### src/ddc_pkg.sv
// constants and field layout for the dsp dynamic control block
package ddc_pkg;
    localparam int ACC_W  = 44;
    localparam int MUL_W  = 18;
    localparam int SH_W   = 32;
    localparam int GRP_W  = 108;
    localparam int NGRP   = 4;
    localparam int CTRL_W = 11;
    // register byte offsets
    localparam logic [7:0] OFF_CTRL     = 8'h00;
    localparam logic [7:0] OFF_OPA      = 8'h04;
    localparam logic [7:0] OFF_OPB      = 8'h08;
    localparam logic [7:0] OFF_CHAIN    = 8'h0C;
    localparam logic [7:0] OFF_GATE     = 8'h10;
    localparam logic [7:0] OFF_CLEAR    = 8'h14;
    localparam logic [7:0] OFF_GO       = 8'h18;
    localparam logic [7:0] OFF_STATUS   = 8'h1C;
    localparam logic [7:0] OFF_ACC_LO   = 8'h20;
    localparam logic [7:0] OFF_ACC_HI   = 8'h24;
    localparam logic [7:0] OFF_CHOUT_LO = 8'h28;
    localparam logic [7:0] OFF_CHOUT_HI = 8'h2C;
    localparam logic [7:0] OFF_SHIFT    = 8'h30;
    // control field positions
    localparam int C_SIGNA  = 0;
    localparam int C_SIGNB  = 1;
    localparam int C_ORND   = 2;
    localparam int C_CRND   = 3;
    localparam int C_OSAT   = 4;
    localparam int C_CSAT   = 5;
    localparam int C_SLOAD  = 6;
    localparam int C_ZCHAIN = 7;
    localparam int C_ZLOOP  = 8;
    localparam int C_ROT    = 9;
    localparam int C_SHR    = 10;
    // status field positions
    localparam int S_BUSY = 0;
    localparam int S_OVF1 = 1;
    localparam int S_OVF2 = 2;
    // reset values
    localparam logic [NGRP-1:0] RST_GATE  = 4'hF;
    localparam logic [NGRP-1:0] RST_CLEAR = 4'hF;
    // compile-time round and saturate settings
    localparam int RND_POS  = 16;
    localparam int SAT_POS  = 31;
    localparam bit RND_EVEN = 1'b0;
    localparam bit SAT_SYM  = 1'b1;
    localparam logic [1:0] RESP_OK  = 2'h0;
    localparam logic [1:0] RESP_ERR = 2'h2;
endpackage

### src/ddc_slice_ctrl.sv
// dsp slice dynamic control with register bus and pipeline
//
// Decided for this implementation: the placing of the registers and the AXI4-Lite slave port.
`timescale 1ns/1ps
`default_nettype none
// How it works
// - one sign bit sets operand a format, the other operand b
// - sign bits select signed or unsigned for each multiplier operand
// - first-stage round enable rounds the product plus feedback, else passes it
// - second-stage round enable rounds the chain-out value, else passes it
// - first-stage saturate enable clamps the result in q-format
// - second-stage saturate enable clamps the chain-out value in q-format
// - with both enabled, the rounded value is saturated
// - zero-load forces accumulator feedback to zero, else feedback from outputs
// - chain zeroing replaces the incoming cascade value by zero
// - loopback zeroing forces the feedback value to zero
// - rotate control rotates the 32-bit shift operand
// - right select shifts right; neither select gives a left shift
// - four register groups each have their own update gate
// - four active-low clears empty their groups without a clock edge
// - arithmetic right shift fills vacated bits with the sign
// - symmetric saturation minimum sits one step above two's minimum
// - rounding point lies in bits 15..0, saturation in 43..31
// - nearest-even adds on a tie only when the kept lsb is odd
module ddc_slice_ctrl import ddc_pkg::*; (
    // clock, reset, enable
    input  wire logic        CORE_CLK,
    input  wire logic        RESET,
    input  wire logic        CE,
    // write address and data
    input  wire logic [7:0]  AWADDR,
    input  wire logic        AWVALID,
    output logic             AWREADY,
    input  wire logic [31:0] WDATA,
    input  wire logic [3:0]  WSTRB,
    input  wire logic        WVALID,
    output logic             WREADY,
    // write response
    output logic [1:0]       BRESP,
    output logic             BVALID,
    input  wire logic        BREADY,
    // read address and data
    input  wire logic [7:0]  ARADDR,
    input  wire logic        ARVALID,
    output logic             ARREADY,
    output logic [31:0]      RDATA,
    output logic [1:0]       RRESP,
    output logic             RVALID,
    input  wire logic        RREADY
);
    typedef struct packed {
        logic              awready;
        logic              wready;
        logic              bvalid;
        logic [1:0]        bresp;
        logic              arready;
        logic              rvalid;
        logic [1:0]        rresp;
        logic [31:0]       rdata;
        logic [CTRL_W-1:0] ctrl;
        logic [31:0]       opa;
        logic [31:0]       opb;
        logic [31:0]       chain;
        logic [NGRP-1:0]   gate;
        logic [NGRP-1:0]   clr_n;
        logic              go;
        logic              st1;
        logic              st2;
        logic              st3;
    } ddc_state_t;

    ddc_state_t s;
    ddc_state_t next_s;

    logic [GRP_W-1:0] grp_d [NGRP];
    logic [GRP_W-1:0] grp_q [NGRP];
    logic [NGRP-1:0]  grp_en;

    logic [31:0]             a_opa;
    logic [31:0]             a_opb;
    logic [CTRL_W-1:0]       a_ctrl;
    logic [31:0]             a_chain;
    logic [ACC_W-1:0]        b_prod;
    logic [31:0]             b_shift;
    logic [ACC_W-1:0]        c_acc;
    logic                    c_ovf;
    logic [ACC_W-1:0]        d_chain;
    logic                    d_ovf;
    logic signed [MUL_W:0]   mul_a;
    logic signed [MUL_W:0]   mul_b;
    logic signed [2*MUL_W+1:0] prod;
    logic [31:0]             shift;
    logic [63:0]             rot2;
    logic [4:0]              amt;
    logic [ACC_W-1:0]        fb;
    logic [ACC_W-1:0]        cin;
    logic [ACC_W-1:0]        sum1;
    logic [ACC_W-1:0]        sum2;
    logic [ACC_W-1:0]        rs1;
    logic [ACC_W-1:0]        rs2;
    logic                    ovf1;
    logic                    ovf2;
    logic                    busy;

    function automatic logic [31:0] merge(input logic [31:0] old,
                                          input logic [31:0] nw,
                                          input logic [3:0]  be);
        logic [31:0] r;
        r = old;
        for (int i = 0; i < 4; i++) begin
            if (be[i]) begin
                r[8*i +: 8] = nw[8*i +: 8];
            end
        end
        return r;
    endfunction

    // =========================================================
    // group fields
    assign a_opa   = grp_q[0][106:75];
    assign a_opb   = grp_q[0][74:43];
    assign a_ctrl  = grp_q[0][42:32];
    assign a_chain = grp_q[0][31:0];
    assign b_prod  = grp_q[1][43:0];
    assign b_shift = grp_q[1][75:44];
    assign c_acc   = grp_q[2][43:0];
    assign c_ovf   = grp_q[2][44];
    assign d_chain = grp_q[3][43:0];
    assign d_ovf   = grp_q[3][44];
    assign busy    = s.go | s.st1 | s.st2 | s.st3;
    assign amt     = a_opb[4:0];

    // =========================================================
    // datapath
    always_comb begin
        mul_a = {a_ctrl[C_SIGNA] & a_opa[17], a_opa[17:0]};
        mul_b = {a_ctrl[C_SIGNB] & a_opb[17], a_opb[17:0]};
        prod  = mul_a * mul_b;
        rot2  = {a_opa, a_opa} << amt;
        if (a_ctrl[C_ROT]) begin
            shift = rot2[63:32];
        end else if (a_ctrl[C_SHR] && a_ctrl[C_SIGNA]) begin
            shift = $signed(a_opa) >>> amt;
        end else if (a_ctrl[C_SHR]) begin
            shift = a_opa >> amt;
        end else begin
            shift = a_opa << amt;
        end
        fb = (a_ctrl[C_SLOAD] || a_ctrl[C_ZLOOP]) ? '0 : c_acc;
        cin = a_ctrl[C_ZCHAIN] ? '0 : {{12{a_chain[31]}}, a_chain};
        sum1 = b_prod + fb;
        sum2 = c_acc + cin;
        grp_d[0] = {1'b0, s.opa, s.opb, s.ctrl, s.chain};
        grp_d[1] = {32'h00000000, shift, {{6{prod[37]}}, prod}};
        grp_d[2] = {63'h0, ovf1, rs1};
        grp_d[3] = {63'h0, ovf2, rs2};
        grp_en = {s.st3 & s.gate[3], s.st2 & s.gate[2],
                  s.st1 & s.gate[1], s.go & s.gate[0]};
    end

    // rounding and saturation points are fixed in the package
    ddc_round_sat u_rs1 (
        .din    (sum1),
        .rnd_en (a_ctrl[C_ORND]),
        .sat_en (a_ctrl[C_OSAT]),
        .dout   (rs1),
        .ovf    (ovf1)
    );

    ddc_round_sat u_rs2 (
        .din    (sum2),
        .rnd_en (a_ctrl[C_CRND]),
        .sat_en (a_ctrl[C_CSAT]),
        .dout   (rs2),
        .ovf    (ovf2)
    );

    for (genvar g = 0; g < NGRP; g++) begin : g_grp
        ddc_grp_reg u_grp (
            .clk   (CORE_CLK),
            .rst   (RESET),
            .ce    (CE),
            .en    (grp_en[g]),
            .clr_n (s.clr_n[g]),
            .d     (grp_d[g]),
            .q     (grp_q[g])
        );
    end

    // =========================================================
    // register bus
    always_comb begin
        next_s = s;
        next_s.awready = 1'b0;
        next_s.wready  = 1'b0;
        next_s.arready = 1'b0;
        next_s.go      = 1'b0;
        next_s.st1     = s.go;
        next_s.st2     = s.st1;
        next_s.st3     = s.st2;
        if (s.bvalid && BREADY) begin
            next_s.bvalid = 1'b0;
        end
        if (s.awready) begin
            next_s.bvalid = 1'b1;
        end
        if (!s.bvalid && !s.awready && AWVALID && WVALID) begin
            next_s.awready = 1'b1;
            next_s.wready  = 1'b1;
            next_s.bresp   = RESP_OK;
            case (AWADDR)
                OFF_CTRL: begin
                    next_s.ctrl = CTRL_W'(merge(32'(s.ctrl), WDATA, WSTRB));
                end
                OFF_OPA: begin
                    next_s.opa = merge(s.opa, WDATA, WSTRB);
                end
                OFF_OPB: begin
                    next_s.opb = merge(s.opb, WDATA, WSTRB);
                end
                OFF_CHAIN: begin
                    next_s.chain = merge(s.chain, WDATA, WSTRB);
                end
                OFF_GATE: begin
                    if (WSTRB[0]) next_s.gate = WDATA[3:0];
                end
                OFF_CLEAR: begin
                    if (WSTRB[0]) next_s.clr_n = WDATA[3:0];
                end
                OFF_GO: begin
                    next_s.go = WSTRB[0] & WDATA[0];
                end
                OFF_STATUS, OFF_ACC_LO, OFF_ACC_HI, OFF_CHOUT_LO,
                OFF_CHOUT_HI, OFF_SHIFT: begin
                    next_s.bresp = RESP_OK;
                end
                default: begin
                    next_s.bresp = RESP_ERR;
                end
            endcase
        end
        if (s.rvalid && RREADY) begin
            next_s.rvalid = 1'b0;
        end
        if (s.arready) begin
            next_s.rvalid = 1'b1;
        end
        if (!s.rvalid && !s.arready && ARVALID) begin
            next_s.arready = 1'b1;
            next_s.rresp   = RESP_OK;
            case (ARADDR)
                OFF_CTRL:     next_s.rdata = 32'(s.ctrl);
                OFF_OPA:      next_s.rdata = s.opa;
                OFF_OPB:      next_s.rdata = s.opb;
                OFF_CHAIN:    next_s.rdata = s.chain;
                OFF_GATE:     next_s.rdata = 32'(s.gate);
                OFF_CLEAR:    next_s.rdata = 32'(s.clr_n);
                OFF_GO:       next_s.rdata = 32'h00000000;
                OFF_STATUS:   next_s.rdata = {29'h0, d_ovf, c_ovf, busy};
                OFF_ACC_LO:   next_s.rdata = c_acc[31:0];
                OFF_ACC_HI:   next_s.rdata = {20'h0, c_acc[43:32]};
                OFF_CHOUT_LO: next_s.rdata = d_chain[31:0];
                OFF_CHOUT_HI: next_s.rdata = {20'h0, d_chain[43:32]};
                OFF_SHIFT:    next_s.rdata = b_shift;
                default: begin
                    next_s.rdata = 32'h00000000;
                    next_s.rresp = RESP_ERR;
                end
            endcase
        end
        if (!CE) begin
            next_s = s;
        end
    end

    always_ff @(posedge CORE_CLK) begin
        if (RESET) begin
            s       <= '0;
            s.gate  <= RST_GATE;
            s.clr_n <= RST_CLEAR;
        end else begin
            s <= next_s;
        end
    end

    assign AWREADY = s.awready;
    assign WREADY  = s.wready;
    assign BVALID  = s.bvalid;
    assign BRESP   = s.bresp;
    assign ARREADY = s.arready;
    assign RVALID  = s.rvalid;
    assign RRESP   = s.rresp;
    assign RDATA   = s.rdata;

    logic b_load;
    logic c_load;
    logic d_load;
    assign b_load = CE && grp_en[1] && s.clr_n[1];
    assign c_load = CE && grp_en[2] && s.clr_n[2];
    assign d_load = CE && grp_en[3] && s.clr_n[3];
endmodule
`default_nettype wire

### src/ddc_round_sat.sv
// round then saturate stage, combinational
`timescale 1ns/1ps
`default_nettype none
module ddc_round_sat import ddc_pkg::*; (
    // value
    input  wire logic [ACC_W-1:0] din,
    // stage controls
    input  wire logic             rnd_en,
    input  wire logic             sat_en,
    // result
    output logic      [ACC_W-1:0] dout,
    output logic                  ovf
);
    localparam logic [ACC_W-1:0] ONE   = 44'h00000000001;
    localparam logic [ACC_W-1:0] HALF  = ONE << (RND_POS - 1);
    localparam logic [ACC_W-1:0] RMASK = (ONE << RND_POS) - ONE;
    localparam logic [ACC_W-1:0] SMAX  = (ONE << SAT_POS) - ONE;
    localparam logic [ACC_W-1:0] SMIN  = ~SMAX;

    logic [ACC_W-1:0] res;
    logic [ACC_W-1:0] rnd;
    logic [ACC_W-1:0] step;

    always_comb begin
        res  = din & RMASK;
        step = rnd_en ? (ONE << RND_POS) : ONE;
        if (!rnd_en) begin
            rnd = din;
        end else if (RND_EVEN && res == HALF && !din[RND_POS]) begin
            rnd = din & ~RMASK;
        end else begin
            rnd = (din + HALF) & ~RMASK;
        end
        // saturation looks at the rounded value
        ovf = sat_en && (rnd[ACC_W-1:SAT_POS] !=
              {(ACC_W-SAT_POS){rnd[ACC_W-1]}});
        if (!ovf) begin
            dout = rnd;
        end else if (rnd[ACC_W-1]) begin
            dout = SAT_SYM ? SMIN + step : SMIN;
        end else begin
            dout = SMAX;
        end
    end
endmodule
`default_nettype wire

### src/ddc_grp_reg.sv
// one register group with update gate and asynchronous clear
`timescale 1ns/1ps
`default_nettype none
module ddc_grp_reg import ddc_pkg::*; (
    // clocking
    input  wire logic             clk,
    input  wire logic             rst,
    input  wire logic             ce,
    // group controls
    input  wire logic             en,
    input  wire logic             clr_n,
    // data
    input  wire logic [GRP_W-1:0] d,
    output logic      [GRP_W-1:0] q
);
    typedef struct packed {
        logic [GRP_W-1:0] q;
    } ddc_grp_t;

    ddc_grp_t st;
    ddc_grp_t next_st;

    always_comb begin
        next_st = st;
        if (ce && en) begin
            next_st.q = d;
        end
    end

    always_ff @(posedge clk or negedge clr_n) begin
        if (!clr_n) begin
            st <= '0;
        end else if (rst) begin
            st <= '0;
        end else begin
            st <= next_st;
        end
    end

    assign q = st.q;
endmodule
`default_nettype wire

### config.mk
export PLATFORM = sky130hd
export DESIGN_NAME = ddc_slice_ctrl
export DESIGN_NICKNAME = d
export VERILOG_FILES = /design/src/ddc_pkg.sv /design/src/ddc_slice_ctrl.sv /design/src/ddc_round_sat.sv /design/src/ddc_grp_reg.sv
export SDC_FILE = /design/constraint.sdc
export NUM_CORES = 2
export LEC_CHECK = 0
export ABC_CLOCK_PERIOD_IN_PS = 3400
export BUFFER_PORTS_ARGS = -buffer_cell sky130_fd_sc_hd__buf_4
export CAP_MARGIN = 25
export CORE_MARGIN = 2
export CORE_UTILIZATION = 45
export CTS_CLUSTER_SIZE = 24
export DETAILED_ROUTE_END_ITERATION = 10
export PLACE_DENSITY_LB_ADDON = 0.3
export SETUP_SLACK_MARGIN = 0.5
export SKIP_CTS_REPAIR_TIMING = 1
export SLEW_MARGIN = 20
export SYNTH_ARGS = -nofsm -noshare
export SYNTH_HDL_FRONTEND = slang
export SYNTH_SLANG_ARGS = --single-unit
### constraint.sdc
create_clock -name CORE_CLK -period 3.4 [get_ports CORE_CLK]
set_input_delay 1.02 -clock CORE_CLK [delete_from_list [all_inputs] [get_ports CORE_CLK]]
set_output_delay 1.02 -clock CORE_CLK [all_outputs]
set_load 0.05 [all_outputs]
# [Word-level counts from Yosys, hierarchy flattened]
# Index checks and enable logic that the tools add are counted.
[word_totals] ff_bits=433 in_bits=60 out_inout_bits=41 word_cells=160
[classes] add_sub_neg=6 multipliers=1 n_eq_ne=26 shifts=4 n_mux=32 bitwise_logic=10 reduce_logical=49
[ops] operator="32-bit case mux with 12 select lines" count=1
[ops] operator="44-bit two-way mux" count=8
[ops] operator="107-bit two-way mux" count=2
[ops] operator="45-bit two-way mux" count=4
[ops] operator="76-bit two-way mux" count=2
[ops] operator="32-bit two-way mux" count=3
[ops] operator="44-bit by 16-bit adder with 44-bit output, second input constant" count=2
[ops] operator="44-bit adder" count=2
[ops] operator="44-bit adder, first input constant" count=2
[ops] operator="8-bit by 6-bit == test with 1-bit output, second input constant" count=10
[ops] operator="8-bit by 5-bit == test with 1-bit output, second input constant" count=8
[ops] operator="4-bit AND reduction" count=16
[ops] operator="64-bit by 5-bit left shift with 64-bit output" count=1
[ops] operator="19-bit by 19-bit multiplier with 38-bit output" count=1
[ops] operator="17-bit two-way mux" count=2
[ops] operator="8-bit by 4-bit == test with 1-bit output, second input constant" count=4
[ops] operator="32-bit by 5-bit left shift with 32-bit output" count=1
[ops] operator="32-bit by 5-bit >> shifter with 32-bit output" count=1
[ops] operator="32-bit by 5-bit >>> shifter with 32-bit output" count=1
[ops] operator="13-bit OR reduction" count=2
[ops] operator="12-bit inequality test" count=2
[ops] operator="8-bit by 3-bit == test with 1-bit output, second input constant" count=2
[ops] operator="8-bit logical NOT" count=2
[ops] operator="1-bit logical AND" count=14
[ops] operator="8 further kinds" count=35

# [Depth between registers and ports, before layout]
[depth] depth_word=10 mapped_depth=38

# [Hierarchy]
# Synthesis repeated with hierarchy kept, for this count alone.
[unflattened] cells_unflattened=6074 hier_area_um2=54091.9
[modules_own_cells] module="ddc_slice_ctrl" instances=1 cells_per_inst=3710 area_each_um2=30311.6 seq_area_each_um2=3143.0
[modules_own_cells] module="ddc_grp_reg" instances=4 cells_per_inst=492 area_each_um2=5313.8 seq_area_each_um2=2702.6
[modules_own_cells] module="ddc_round_sat" instances=2 cells_per_inst=198 area_each_um2=1262.5 seq_area_each_um2=0.0

# [Least setup slack after synthesis]
# No wires, ideal clock.
[synth_path] kind="register -> register" from="register g_grp[0].u_grp.st (netlist bit g_grp[0].u_grp.q[44])" to="register g_grp[1].u_grp.st (netlist bit g_grp[1].u_grp.q[35])" setup_time_ps=122 arrival_time_ps=8196 path_slack_ps=-4917 stages_incl_launch_ff=36 n_path_buf=6 synth_period_minus_slack_ps=8317 path_cell_list="dfrtp_1 clkbuf_1 clkbuf_1 clkbuf_1 buf_1 clkbuf_1 clkbuf_1 nand2_1 fa_1 fa_1 fa_1 inv_1 ha_1 ha_1 inv_1 fa_1 inv_1 ha_1 inv_1 fa_1 nor2b_1 o21ai_0 a21boi_0 o21a_1 o21ai_0 a21o_1 a21boi_0 o21ai_0 a311oi_1 o31a_1 nand4_1 a31o_2 a21oi_1 nor2b_1 nor3_1 a32o_1"
[synth_between] elab_chain_len=3
[synth_rtl] element="start, declared" line_no="ddc_grp_reg.sv:20" text="ddc_grp_t st;"
[synth_rtl] element="start signal, assigned" line_no="ddc_grp_reg.sv:36" text="st <= next_st;"
[synth_rtl] element="19-bit by 19-bit multiplier with 38-bit output" line_no="ddc_slice_ctrl.sv:138" text="prod = mul_a * mul_b;"
[synth_rtl] element="76-bit two-way mux" line_no="ddc_grp_reg.sv:25" text="if (ce && en) begin"
[synth_rtl] element="76-bit two-way mux" line_no="ddc_grp_reg.sv:33" text="end else if (rst) begin"
[synth_rtl] element="end signal, assigned" line_no="ddc_grp_reg.sv:36"
[synth_rtl] element="end, declared" line_no="ddc_grp_reg.sv:20"
# No other way between the ends. The select of a mux whose other input is x is not followed.
# A chain may end at the register's enable or synchronous reset.

# [Final worst setup path]
[layout_path] from="register g_grp[0].u_grp.st (netlist bit g_grp[0].u_grp.q[44])" to="register g_grp[1].u_grp.st (netlist bit g_grp[1].u_grp.q[36])"
# The elaborated chain is that of the path after synthesis.

==> reports/results.txt <==
STA classifies the critical path startpoint as a register. The maximum vdd drop was 0.000351 V. The checks that failed: negative setup slack. The cell with the biggest individual delay on the critical path is sky130_fd_sc_hd__fa_1. After the first detailed-routing iteration, the DRC count stood at 4000. In this run the power density over the cells is 199 nW/µm². In the synthesized netlist the async set-or-reset flop fraction comes to 61.7%. The post-synthesis cell area was 41600 µm²; the number of cell rows was 111.

Timing analysis after detailed placement gives a worst setup slack of -3530 ps. The capturing element of the worst setup path is g_grp[1].u_grp.q[36]. Detailed-route wire length: 155 mm.

The cell sitting at the root of the clock tree is a sky130_fd_sc_hd__clkbuf_16. For this run, the number of Yosys warnings is 0. Dividing the detail-routed wire length by the instance count gives 22.7 µm.

For the number of endpoints failing setup at the final stage, the log shows 124. The number of top-level design ports is 101, and the post-synthesis instance total is 4793. Dominant synthesized flop cell: sky130_fd_sc_hd__dfrtp_1. sky130_fd_sc_hd__fa_1 takes more of the synthesized area than any other cell. Across the run, the number of max-cap violations was 0.

At the pin with the least slew margin, the transition time is 841 ps. The full die area is 94900 µm². In this run the top signal layer used is met5.

The area added between synthesis and finish works out to 31.2%. The gate family responsible for the most delay along the worst path was adder cells. The pin count of the biggest net entering global routing was 106; the number of antenna violations at the first check in global routing was 2.

The largest incremental delay on the critical path is 580 ps, and the fraction of the yosys area taken by sequential cells is 22.8%. The library cell used most frequently in the layout, excluding fill and tap cells, is sky130_fd_sc_hd__buf_4. The completed layout was analyzed and its total power is 10.9 mW. After filler insertion, the fill cell instance count of the layout stands at 7837. The remaining number of nets flagged by the antenna check after routing is 0, and the via-per-instance ratio is 5.90. A synthesized cell averages 8.68 µm². The source of the critical timing path is g_grp[0].u_grp.q[44]. Among the stages of the critical path, the cell type that occurs most often is sky130_fd_sc_hd__fa_1. The worst register-to-register path ends at g_grp[1].u_grp.q[36]. The final-report hold violation count is 0, and the number of global-route vias before repair is 38700. The area taken by flip-flops and latches is 9500 µm², and the cell count of the worst reg-to-reg path is 26. The total overflow left after global routing is 0. Setup repair after global routing could not meet its margin everywhere. By area the synthesized netlist is led by sky130_fd_sc_hd__fa_1, sky130_fd_sc_hd__dfrtp_1, sky130_fd_sc_hd__dfxtp_1. The fraction of layout cells with a size suffix above 1 was 28.6%.

The met1 routed wirelength after detailed routing is 66.1 mm, and the flip-flop and latch count after synthesis is 410. The worst pin sits at a relative slew slack of 43.9%. The net count of the finished layout is 6246. Start-to-end type of the worst setup path: reg -> reg. Input and output buffers added on the ports amount to 98. Maximum buffer depth of the clock tree: 3. The leakage component of the power came out at 26.1 nW. STA classifies the critical path endpoint as a register. For the max-slew violation count, the log shows 0. Once detailed placement completed, the half-perimeter wirelength came to 120 mm. Across every metal layer, demand over resource in global routing totals 31.5%. The slack of the worst reg-to-reg path is -3610 ps. Counting buffers and inverters, the worst setup path is 26 cells deep. The clock insertion delay at the later pin of the skew report is 620 ps, and the via total after detailed routing is 40300. In this run the worst hold path is classified as reg -> async. Maximum frequency from static timing analysis: 0.143 GHz. The number of distinct library cell variants in the gate-level netlist after synthesis was 105. In the finished design, the share of the clock period the worst path needs comes to 206%.

Counting the buffers created by CTS gives 48. Clock-pin slew was measured on the worst setup and hold paths at 70 ps. The clock net in this run drives a total of 410 sinks. The worst path required time is 3880 ps. Subtracting the final worst setup slack from the clock period gives 7010 ps.

The H-tree generated during clock tree synthesis spans 2 levels. For this configuration, the core starts out at a cell density of 45.4%. Fraction of synthesized cell area taken by the top area cell type: 17.9%. Of all nets on the critical path, the largest fanout is 8. The final standard cell count with taps included and fillers excluded came out at 6841. The number of placed instances, taps included, is 6664.

The run gives 91700 µm² as the placeable core region. For the worst setup path, the data arrival time is 7490 ps. In the final layout, the multi-input gates occupy 31300 µm². The worst register-to-register path begins at g_grp[0].u_grp.q[44]. The number of search-and-repair iterations in the first detailed-routing pass was 8.

From left edge to right edge, the die measures 308 µm. The clock arrives with 37.2 ps of skew. The library cells used most frequently in the layout, excluding fill and tap cells, are sky130_fd_sc_hd__buf_4, sky130_fd_sc_hd__inv_1, sky130_fd_sc_hd__nor2_1.

The setup slack of the critical path after layout is -3610 ps, and the count of flip-flops with a built-in enable after synthesis is 0. For this run, design rule violations remaining after detail routing come to 0. The floorplan step set the die height to 308 µm. Summed over all nets, wire length on met2 after detailed routing comes to 67.4 mm. The number of buffers and inverters on the critical path is 4. The flow ran to the end, but the final reports show violations. TritonCTS built the clock tree.

The first global-routing pass estimated 231 mm of wire. The congestion estimate from routability-driven global placement came to 1.00. The met3 routed wirelength was 14.0 mm.
synthesized netlist by cell type, drive strengths merged (24+ instances only):
master and n:
inv 443, nor2 442, nand2 412, fa 371, clkbuf 264, dfrtp 253, o21ai 241, and2 213
a21oi 205, ha 201, mux2i 195, dfxtp 157, a22o 131, xnor2 92, nand3 91, buf 78
a21o 71, nor3 70, a221o 69, a221oi 56, xor2 56, nor2b 54, nand2b 51, a211oi 46
nand4 39, o211ai 37, a31oi 36, and3 34, a22oi 32, o31ai 27, a211o 25, o21a 24
logic make-up after synthesis:
logic type	after synthesis	synth area share [%]
other cells	1	0.00902
flops	410	22.8
buf+inv	786	7.50
simple gates	1519	17.8
fa+ha+maj	572	23.9
mux	212	5.32
compound gates	1145	19.6
xor+xnor	148	3.13
layer usage:
metal	track usage, %	up-vias
met4	12.7	2
li1	-	18200
met5	0	-
met3	5.81	343
met2	47.0	1850
met1	44.8	19900
worst min-delay path by stage:
| stage | from | end | slack (ps) | cells after the start |
|---|---|---|---|---|
| 2_1_floorplan | g_grp[1].u_grp.q[46] | g_grp[1].u_grp.q[46] | 450 | 2 |
| 3_3_place_gp | s[5] | g_grp[1].u_grp.q[0] | 240 | 0 |
| 3_5_place_dp | s[5] | g_grp[1].u_grp.q[0] | 240 | 0 |
| 4_1_cts | s[7] | g_grp[3].u_grp.q[32] | 250 | 0 |
| 5_1_grt | s[7] | g_grp[3].u_grp.q[41] | 280 | 0 |
| 6_report | s[7] | g_grp[3].u_grp.q[41] | 240 | 0 |
registers in the layout, indices dropped and copies added, names as in the netlist, 12 cells and up:
name	count
grp_d	107
s	12
RDATA	32
g_grp.u_grp.q	253
final cells by class:
class / instances / area share, %
multi-input cells: 3602 / 57.3
flip-flops and latches: 410 / 17.4
repair buffers: 1108 / 16.5
inverters: 444 / 3.07
well taps: 1186 / 2.72
clock buffers: 68 / 2.49
clock inverters: 22 / 0.525
diodes: 1 / 0.00458
power breakdown:
group	internal, mW	leakage, nW	switching (mW)
clock network	3.14	0.789	2.32
logic	0.148	20.4	0.367
registers	4.88	4.86	0.0293
per-stage QoR:
| stage | TNS (ps) | area (µm²) | util (%) | hold WS (ps) |
|---|---|---|---|---|
| floorplan | -220920 | 42300 | - | 447 |
| global placement | -265830 | 50300 | 54.8 | 238 |
| detailed placement | -271880 | 50300 | 54.8 | 238 |
| CTS | -276650 | 51900 | 56.6 | 252 |
| global route | -284710 | 54600 | 59.5 | 277 |
| finish | -266950 | 54600 | 59.6 | 242 |
(Power assumes the default switching activity.)
